**src/common/sadc_pkg.sv**
```systemverilog
/*
  Package for the sampling converter bus interface: widths, timing figures
  and derived cycle counts, state encodings, and the list of behaviours.
  Assumes a single 10 MHz system clock.
*/
// Behaviour
// - Full 14-bit result presented as one parallel active-high word.
// - Done flag goes low at conversion start, high when finished.
// - Done flag driven only while its active-low enable is low.
// - Falling output-drive enable starts driving the result bits.
// - Done flag and result outputs are three-state and can release their lines; hold is always driven.
// - Active-low unit select takes part in gating the result bits.
// - Convert start is active low; a falling edge requests conversion.
// - Sample captured a fixed short delay after convert-start falls.
// - Offset strapped to ground gives binary; to reference gives twos complement.
// - Bipolar codes wrap all-ones to all-zeros across midscale.
// - Conversion starts on convert start regardless of unit select.
// - Result bits driven only when select and output enable both low.
package sadc_pkg;
  // ---------------------------------------------------------------
  // Widths and clock
  // ---------------------------------------------------------------
  localparam int RES_W = 14;
  localparam int CLK_HZ = 10_000_000;
  localparam int CLK_NS = 1_000_000_000 / CLK_HZ;

  // ---------------------------------------------------------------
  // Timing
  // ---------------------------------------------------------------
  localparam int APERTURE_NS = 5;      // Least delay to the sampling instant
  localparam int CONV_TIME_NS = 6300;  // Longest conversion time
  localparam int APERTURE_CYC = (APERTURE_NS + CLK_NS - 1) / CLK_NS < 1 ? 1 :
                                (APERTURE_NS + CLK_NS - 1) / CLK_NS;
  localparam int CONV_CYC = CONV_TIME_NS / CLK_NS < 1 ? 1 : CONV_TIME_NS / CLK_NS;
  localparam int CNT_W = 8;

  // ---------------------------------------------------------------
  // Coding
  // ---------------------------------------------------------------
  localparam logic [RES_W-1:0] MSB_MASK = 14'h2000;

  // ---------------------------------------------------------------
  // Conversion sequencer states
  // ---------------------------------------------------------------
  typedef enum logic [3:0] {
    ST_IDLE = 4'h1,
    ST_APER = 4'h2,
    ST_CONV = 4'h4,
    ST_WAIT = 4'h8
  } sadc_state_t;
endpackage : sadc_pkg

```
**src/common/sadc_word_if.sv**
```systemverilog
/*
  Word hand-off carrier between the sequencer and the result buffer.
  Assumes producer and consumer on the same clock.
*/
interface sadc_word_if #(parameter int W = 14);
  logic valid;
  logic ready;
  logic [W-1:0] data;
  modport src (output valid, output data, input ready);
  modport snk (input valid, input data, output ready);
endinterface : sadc_word_if

```
**src/rtl/sadc_sync.sv**
```systemverilog
/*
  Two flip-flop synchroniser for a bundle of pin levels.
  Assumes pins are asynchronous to sys_clk; reset value is a parameter.
*/
module sadc_sync #(
  parameter int W = 1,
  parameter logic [W-1:0] RST_VAL = '0
) (
  // Clock and reset
  input wire logic clk,
  input wire logic rst_n,
  // Levels
  input wire logic [W-1:0] d,
  output logic [W-1:0] q
);
  logic [W-1:0] meta_reg;

  // Two stages; the first is read only by the second
  always_ff @(posedge clk or negedge rst_n) begin
    if (!rst_n) begin
      meta_reg <= RST_VAL;
      q <= RST_VAL;
    end else begin
      meta_reg <= d;
      q <= meta_reg;
    end
  end
endmodule : sadc_sync

```
**src/rtl/sadc_buf.sv**
```systemverilog
/*
  Two-entry result buffer with valid and ready on both sides.
  Assumes one clock; the drain side may stall and the fill side sees it.
*/
module sadc_buf #(
  parameter int W = 14,
  parameter int DEPTH = 2
) (
  // Clock and reset
  input wire logic clk,
  input wire logic rst_n,
  // Fill and drain sides
  sadc_word_if.snk in_w,
  sadc_word_if.src out_w
);
  localparam int PW = $clog2(DEPTH);
  logic [W-1:0] mem [DEPTH];
  logic [PW-1:0] wr_reg;
  logic [PW-1:0] rd_reg;
  logic [PW:0] cnt_reg;
  logic push;
  logic pop;

  // Handshake terms and honest flags
  assign in_w.ready = (cnt_reg != (PW+1)'(DEPTH));
  assign out_w.valid = (cnt_reg != '0);
  assign out_w.data = mem[rd_reg];
  assign push = in_w.valid && in_w.ready;
  assign pop = out_w.valid && out_w.ready;

  // Storage
  always_ff @(posedge clk) begin
    if (push) begin
      mem[wr_reg] <= in_w.data;
    end
  end

  // Pointers and fill count
  always_ff @(posedge clk or negedge rst_n) begin
    if (!rst_n) begin
      wr_reg <= '0;
      rd_reg <= '0;
      cnt_reg <= '0;
    end else begin
      if (push) begin
        wr_reg <= (wr_reg == PW'(DEPTH-1)) ? '0 : wr_reg + PW'(1);
      end
      if (pop) begin
        rd_reg <= (rd_reg == PW'(DEPTH-1)) ? '0 : rd_reg + PW'(1);
      end
      cnt_reg <= cnt_reg + (PW+1)'(push) - (PW+1)'(pop);
    end
  end
endmodule : sadc_buf

```
**src/rtl/sadc_top.sv**
```systemverilog
/*
  Digital bus interface of a 14-bit sampling converter: start strobe,
  three-state done flag, three-state parallel result, output coding.
  Assumes the analog core supplies a sample word in straight binary at
  the sampling instant; all pins are asynchronous and are synchronised.
*/
module sadc_top #(
  parameter int RES_W = sadc_pkg::RES_W,
  parameter int CONV_CYC = sadc_pkg::CONV_CYC,
  parameter int APERTURE_CYC = sadc_pkg::APERTURE_CYC
) (
  // Clock and reset
  input wire logic sys_clk,
  input wire logic nrst,
  // Host control pins
  input wire logic convert_start_n,
  input wire logic unit_select_n,
  input wire logic output_enable_n,
  input wire logic done_flag_enable_n,
  // Strap: high when tied to reference output, low at analog ground
  input wire logic polarity_offset_input,
  // Analog core sample, straight binary
  input wire logic [RES_W-1:0] sample_in,
  // Sample-hold control to the analog core
  output logic hold,
  // Done flag pin
  output logic done_flag_o,
  output logic done_flag_oe,
  // Result pins
  output logic [RES_W-1:0] result_bits_o,
  output logic result_bits_oe
);
  // ---------------------------------------------------------------
  // Reset release and pin synchronisers
  // ---------------------------------------------------------------
  logic [1:0] rst_sync_reg;
  logic rst_n;
  logic sc_n_s;
  logic cs_n_s;
  logic oe_n_s;
  logic den_n_s;
  logic bip_s;
  logic [RES_W-1:0] sample_s;

  // Asynchronous assert, synchronous release
  always_ff @(posedge sys_clk or negedge nrst) begin
    if (!nrst) begin
      rst_sync_reg <= 2'h0;
    end else begin
      rst_sync_reg <= {rst_sync_reg[0], 1'b1};
    end
  end
  assign rst_n = rst_sync_reg[1];

  sadc_sync #(.W(5), .RST_VAL(5'h1f)) u_sync_ctl (
    .clk(sys_clk),
    .rst_n(rst_n),
    .d({convert_start_n, unit_select_n, output_enable_n, done_flag_enable_n,
        polarity_offset_input}),
    .q({sc_n_s, cs_n_s, oe_n_s, den_n_s, bip_s})
  );

  sadc_sync #(.W(RES_W)) u_sync_smp (
    .clk(sys_clk),
    .rst_n(rst_n),
    .d(sample_in),
    .q(sample_s)
  );

  // ---------------------------------------------------------------
  // Edge detection
  // ---------------------------------------------------------------
  logic sc_n_d_reg;
  logic oe_n_d_reg;
  logic sc_fall;
  logic oe_fall;

  // Previous levels of the synchronised strobes
  always_ff @(posedge sys_clk or negedge rst_n) begin
    if (!rst_n) begin
      sc_n_d_reg <= 1'b1;
      oe_n_d_reg <= 1'b1;
    end else begin
      sc_n_d_reg <= sc_n_s;
      oe_n_d_reg <= oe_n_s;
    end
  end
  assign sc_fall = sc_n_d_reg && !sc_n_s;
  assign oe_fall = oe_n_d_reg && !oe_n_s;

  // ---------------------------------------------------------------
  // Output coding
  // ---------------------------------------------------------------
  // Straight binary in unipolar mode, MSB flipped for twos complement
  function automatic logic [RES_W-1:0] code_word(input logic [RES_W-1:0] raw,
                                                 input logic bipolar);
    code_word = bipolar ? (raw ^ RES_W'(sadc_pkg::MSB_MASK)) : raw;
  endfunction : code_word

  // ---------------------------------------------------------------
  // Conversion sequencer
  // ---------------------------------------------------------------
  sadc_pkg::sadc_state_t state_reg;
  logic [sadc_pkg::CNT_W-1:0] cnt_reg;
  logic [RES_W-1:0] held_reg;
  logic [RES_W-1:0] out_word_reg;
  logic hold_reg;
  logic done_reg;
  logic last_cyc;

  sadc_word_if #(.W(RES_W)) w_in ();
  sadc_word_if #(.W(RES_W)) w_out ();

  assign last_cyc = (cnt_reg == sadc_pkg::CNT_W'(1));

  // State: start on convert-start edge, regardless of unit select
  always_ff @(posedge sys_clk or negedge rst_n) begin
    if (!rst_n) begin
      state_reg <= sadc_pkg::ST_IDLE;
    end else begin
      unique case (state_reg)
        sadc_pkg::ST_IDLE: begin
          if (sc_fall) begin
            state_reg <= sadc_pkg::ST_APER;
          end
        end
        sadc_pkg::ST_APER: begin
          if (last_cyc) begin
            state_reg <= sadc_pkg::ST_CONV;
          end
        end
        sadc_pkg::ST_CONV: begin
          if (last_cyc) begin
            state_reg <= sadc_pkg::ST_WAIT;
          end
        end
        sadc_pkg::ST_WAIT: begin
          if (w_in.ready) begin
            state_reg <= sadc_pkg::ST_IDLE;
          end
        end
      endcase
    end
  end

  // Phase counter for aperture and conversion time
  always_ff @(posedge sys_clk or negedge rst_n) begin
    if (!rst_n) begin
      cnt_reg <= '0;
    end else if (state_reg == sadc_pkg::ST_IDLE && sc_fall) begin
      cnt_reg <= sadc_pkg::CNT_W'(APERTURE_CYC);
    end else if (state_reg == sadc_pkg::ST_APER && last_cyc) begin
      cnt_reg <= sadc_pkg::CNT_W'(CONV_CYC);
    end else if (cnt_reg != '0) begin
      cnt_reg <= cnt_reg - sadc_pkg::CNT_W'(1);
    end
  end

  // Capture sample at the aperture instant; hold released afterwards
  always_ff @(posedge sys_clk or negedge rst_n) begin
    if (!rst_n) begin
      held_reg <= '0;
      hold_reg <= 1'b0;
    end else begin
      if (state_reg == sadc_pkg::ST_APER && last_cyc) begin
        held_reg <= sample_s;
      end
      hold_reg <= (state_reg == sadc_pkg::ST_IDLE) ? sc_fall :
                  (state_reg == sadc_pkg::ST_APER);
    end
  end

  // Finished word enters the buffer; a stalled buffer holds the sequencer
  assign w_in.valid = (state_reg == sadc_pkg::ST_WAIT);
  assign w_in.data = code_word(held_reg, bip_s);

  sadc_buf #(.W(RES_W), .DEPTH(2)) u_buf (
    .clk(sys_clk),
    .rst_n(rst_n),
    .in_w(w_in.snk),
    .out_w(w_out.src)
  );

  // Host consumes a word at each falling output enable while selected
  assign w_out.ready = oe_fall && !cs_n_s;

  // Output word register, loaded at the start of each read
  always_ff @(posedge sys_clk or negedge rst_n) begin
    if (!rst_n) begin
      out_word_reg <= '0;
    end else if (w_out.ready && w_out.valid) begin
      out_word_reg <= w_out.data;
    end
  end

  // Done flag: low from start until the word is stored
  always_ff @(posedge sys_clk or negedge rst_n) begin
    if (!rst_n) begin
      done_reg <= 1'b1;
    end else if (state_reg == sadc_pkg::ST_IDLE && sc_fall) begin
      done_reg <= 1'b0;
    end else if (state_reg == sadc_pkg::ST_WAIT && w_in.ready) begin
      done_reg <= 1'b1;
    end
  end

  // ---------------------------------------------------------------
  // Pin drivers: three-state done flag and result, hold always driven
  // ---------------------------------------------------------------
  always_ff @(posedge sys_clk or negedge rst_n) begin
    if (!rst_n) begin
      done_flag_o <= 1'b1;
      done_flag_oe <= 1'b0;
      result_bits_o <= '0;
      result_bits_oe <= 1'b0;
      hold <= 1'b0;
    end else begin
      done_flag_o <= done_reg;
      done_flag_oe <= !den_n_s;
      result_bits_o <= (w_out.ready && w_out.valid) ? w_out.data : out_word_reg;
      result_bits_oe <= !cs_n_s && !oe_n_s;
      hold <= hold_reg;
    end
  end
endmodule : sadc_top

```
**config.mk**
```make
export PLATFORM = sky130hd
export DESIGN_NAME = sadc_top
export DESIGN_NICKNAME = d
export VERILOG_FILES = /design/src/common/sadc_pkg.sv /design/src/common/sadc_word_if.sv /design/src/rtl/sadc_sync.sv /design/src/rtl/sadc_buf.sv /design/src/rtl/sadc_top.sv
export SDC_FILE = /design/constraint.sdc
export NUM_CORES = 1
export LEC_CHECK = 0
export BUFFER_PORTS_ARGS = -buffer_cell sky130_fd_sc_hd__buf_2
export CELL_PAD_IN_SITES_DETAIL_PLACEMENT = 1
export CELL_PAD_IN_SITES_GLOBAL_PLACEMENT = 2
export CORE_UTILIZATION = 42
export CTS_BUF_LIST = sky130_fd_sc_hd__clkbuf_16
export CTS_CLUSTER_SIZE = 8
export DETAILED_ROUTE_END_ITERATION = 8
export GPL_TIMING_DRIVEN = 0
export PLACE_DENSITY_LB_ADDON = 0.1
export SYNTH_ARGS = -nofsm -noshare
export SYNTH_HDL_FRONTEND = slang
export SYNTH_SLANG_ARGS = --single-unit
```
**constraint.sdc**
```tcl
create_clock -name sys_clk -period 3.65 [get_ports sys_clk]
set_clock_uncertainty 0.05 [all_clocks]
set_input_delay 0.365 -clock sys_clk [delete_from_list [all_inputs] [get_ports sys_clk]]
set_output_delay 0.365 -clock sys_clk [all_outputs]
set_load 0.01 [all_outputs]
```
==> metrics.log <==
[metrics] status: completed
[metrics] Synth Flop Type: dfrtp_1
[metrics] standard-cell rows: 36
[metrics] area share of the largest cell type after synthesis: between 40% and 50%
[metrics] overall die height: a little over 100 um
[metrics] final design utilization: a little over half
[metrics] path length in cells of the critical path: 4
[metrics] global-route wire length before repair: about 12 mm
[metrics] Slowest-stage cell, CP: nor2b_1
[metrics] Hold-fix buffers, CTS: 12
[metrics] most numerous cell types in the synthesized netlist: dfrtp_1, edfxtp_1, nor2_1
[metrics] final-layout worst hold slack: approximately 0.022 ns
[metrics] number of hold violations in the final report: 0
[metrics] number of warnings reported in the yosys synthesis log: 0
[metrics] Crit path max-delay family: simple AND/OR/NAND/NOR gates
[metrics] Synth-to-Final Area Change: 25.5%
[metrics] fill cell instance count of the final layout: 970
[metrics] async set-reset flop share out of synthesis: 76.7%
[metrics] H-tree level count: 4
[metrics] post-synthesis register bit count: 120
[metrics] via count: approximately 2300
[metrics] number of buffers added on ports: 38
[metrics] most numerous cell in the Yosys netlist: dfrtp_1
[metrics] net count reported at finish: between 300 and 400
[metrics] register with the highest flop count: u_buf.mem
[metrics] total area of multi-input combinational cells: slightly below 0.001 mm^2
[metrics] detailed-route vias per instance: 4.66
[metrics] sequence of cells on the critical path: clkbuf_1 > nand2b_1 > a2111oi_4 > nor2b_1
[metrics] vias in the first global route: around 2300
[metrics] Placed Instance Area: roughly 0.0046 mm^2
[metrics] number of violations reported at the end of detailed-routing iteration 0: between 60 and 70
[metrics] Overflow after GRT: 0
[metrics] min setup slack post-route: about 0.97 ns
[metrics] worst slew margin relative to its limit: between 10% and 20%
[metrics] sequential share of the synthesized area: between 70% and 80%
[metrics] number of buffers and inverters on the critical path: 1
[metrics] total DRC errors in the routed layout: 0
[metrics] Max rail drop VDD: 0.000289 V
[metrics] Cell Pwr Density: between 500 and 600 mW/mm^2
[metrics] Static Leakage: between 2 and 2.5 nW
[metrics] number of synthesized flops with an enable pin: 28
[metrics] post-route antenna net violation count: 0
[metrics] Post-CTS Resized: 0
[metrics] DP HPWL: roughly 4.4 mm
[metrics] Initial Utilization: around 43%
[metrics] Setup crit start kind: flip-flop
[metrics] Clk pin slew, worst setup/hold paths: 0.05 ns
[metrics] detail-routed net length per standard cell: about 14 um
[metrics] DR pass1 iterations: 4
[metrics] post-CTS setup repair buffer count: 0
[metrics] die area: around 0.010 mm^2
[metrics] sequential standard cell area: roughly 0.0032 mm^2
[metrics] clock tree from TritonCTS: done
[metrics] die width: around 100 um
[metrics] Non-Filler Instances: a little under 500
[metrics] fraction of power spent switching nets: 21.5%
[metrics] nets in the synthesized netlist: between 200 and 300
[metrics] final max-slew violation count: 0
[metrics] net switching component of the power: ~0.65 mW
[metrics] cell chosen for the clock root: clkbuf_16
[metrics] max-cap check violation count: 0
[metrics] Antenna diodes: 0
[metrics] fraction of final layout cells sized beyond drive strength 1: 31.3%
[metrics] biggest area consumer among synthesized cells: dfrtp_1
[metrics] number of setup violations in the final report: 0
[metrics] largest cells by area after synthesis: dfrtp_1, edfxtp_1, dfstp_2, mux2i_1, mux2_2
[metrics] TritonCTS Sinks: 120
[metrics] part of the power in registers: a little under half
[metrics] largest net degree at the start of global routing: 69
[metrics] crit path time final: 2.68 ns
[metrics] total power after layout: slightly above 3 mW
[metrics] Setup crit end kind: flip-flop
[metrics] Core ar.: 0.00973 mm^2
[metrics] deepest clock path buffer count: 2
[metrics] flip-flop count of the largest register, all copies and words added: 28
[metrics] share of power burned in combinational logic: roughly 1.4%
[metrics] class of the tightest hold or removal check: input port to flip-flop
[metrics] Post-Syn Instances: 269
[metrics] final design area excluding fillers: 0.00529 mm^2
[metrics] summed negative setup slack over all endpoints: 0 ns
[metrics] number of stages on the worst hold path: 1
[metrics] maximum net fanout on the critical path: 14
[metrics] Arrival @ worst endpoint: 2.63 ns
[metrics] Routed WL: 6.97 mm
[metrics] total clock buffers created by CTS: 17
[metrics] FF-to-FF path depth: 4
[metrics] worst slack, placed: around 0.96 ns
[metrics] final weighted congestion in routability-driven placement: 0.731
[metrics] required arrival time at the worst endpoint: roughly 3.6 ns
[metrics] overall fraction of global-route tracks in use: about 16%
[metrics] period utilisation layout: 73.4%
[metrics] post-synth design cell area: approximately 0.0042 mm^2
[metrics] I/O pin cnt: 39
[metrics] Avg Synthesized Cell Area: ~16 um^2
[metrics] Worst-Skew Late Latency: approximately 0.40 ns
[metrics] delay of the slowest critical-path stage: 1.04 ns
[metrics] Clk pwr share: just over 50%
[metrics] start-to-end type of the worst setup path: flip-flop to flip-flop
[metrics] placed cells: approximately 440
[metrics] Cell variety after synth: 40
[metrics] internal power contribution: approximately 2.4 mW
[metrics] f_max: 0.373 GHz
[metrics] setup repair after global routing missed its margin: no
[metrics] antenna violations before repair: 0
[metrics] worst slew pin tran: about 1.3 ns
## power groups by stage
stage | registers [mW] | logic [mW] | clock network, mW
2_1_floorplan | 1.44 | 0.00176 | 0
3_3_place_gp | 1.45 | 0.0144 | 0
3_5_place_dp | 1.44 | 0.0334 | 0
4_1_cts | 1.41 | 0.0433 | 1.61
5_1_grt | 1.41 | 0.0473 | 1.66
6_report | 1.41 | 0.0414 | 1.56
## area by class of cell
type / instances / share of cell area, %
tap: 133 / 3.15
timing repair buffer: 51 / 6.39
clock buffer: 17 / 8.05
multi-input combinational: 131 / 18.5
sequential: 120 / 59.9
buffer: 9 / 0.805
inverter: 9 / 0.639
clock inverter: 15 / 2.65
## cells in the final DEF (no fill, tap or decap), types with 2 or more instances in the layout
master | synthesis | routed
mux2_2 | 10 | 10
clkbuf_16 | 0 | 17
nand2_1 | 5 | 5
inv_4 | 0 | 2
clkbuf_1 | 4 | 4
nor3b_1 | 3 | 3
nor2b_1 | 2 | 2
nand3_1 | 3 | 3
dfstp_2 | 15 | 15
xnor2_1 | 3 | 3
nor3_1 | 5 | 5
dfrtp_1 | 77 | 76
nor2_1 | 23 | 23
dlygate4sd3_1 | 0 | 12
and2_1 | 2 | 2
clkinv_4 | 0 | 3
or3b_1 | 2 | 2
nand2b_1 | 3 | 3
a21oi_1 | 17 | 17
edfxtp_1 | 28 | 28
nor4_2 | 2 | 2
a31oi_1 | 2 | 2
buf_2 | 4 | 42
mux2_4 | 3 | 3
ha_1 | 5 | 5
o21ai_0 | 2 | 2
inv_6 | 0 | 6
xor2_1 | 8 | 8
a211oi_1 | 2 | 2
clkinvlp_4 | 0 | 2
mux2i_1 | 16 | 16
inv_1 | 9 | 9
## cell families (layout without fill, tap and decap cells)
group	count (synthesis)	in the layout	synth area share, %
adder cells (fa/ha/maj)	5	5	1.48
AND/OR/NAND/NOR	56	56	7.19
multiplexers	30	30	7.81
other	1	1	0.0890
XOR/XNOR	11	11	2.29
buffers and inverters	18	101	1.81
AO/OA/AOI/OAI	28	28	4.31
flip-flops	120	120	75.0
## per-layer routing
layer	wire length (um)	GRT usage (%)	up-vias
li1	-	-	1076
met1	3390	21.2	1135
met2	3290	22.5	40
met3	203	4.58	9
met4	95	7.91	0
met5	0	0	-
## worst paths after layout
path	startpoint	end	slack, ns
min in group asynchronous	rst_sync_reg[1]	u_sync_smp.meta_reg[6]	0.17
max in group asynchronous	rst_sync_reg[1]	oe_n_d_reg	2.69
min	sample_in[0]	u_sync_smp.meta_reg[0]	0.02
max	state_reg[2]	u_buf.mem[0][0]	0.97
max reg2reg	state_reg[2]	u_buf.mem[0][0]	0.97
min reg2reg	rst_sync_reg[1]	u_sync_smp.meta_reg[6]	0.17
Note: power is estimated with default switching activity, not from simulation.
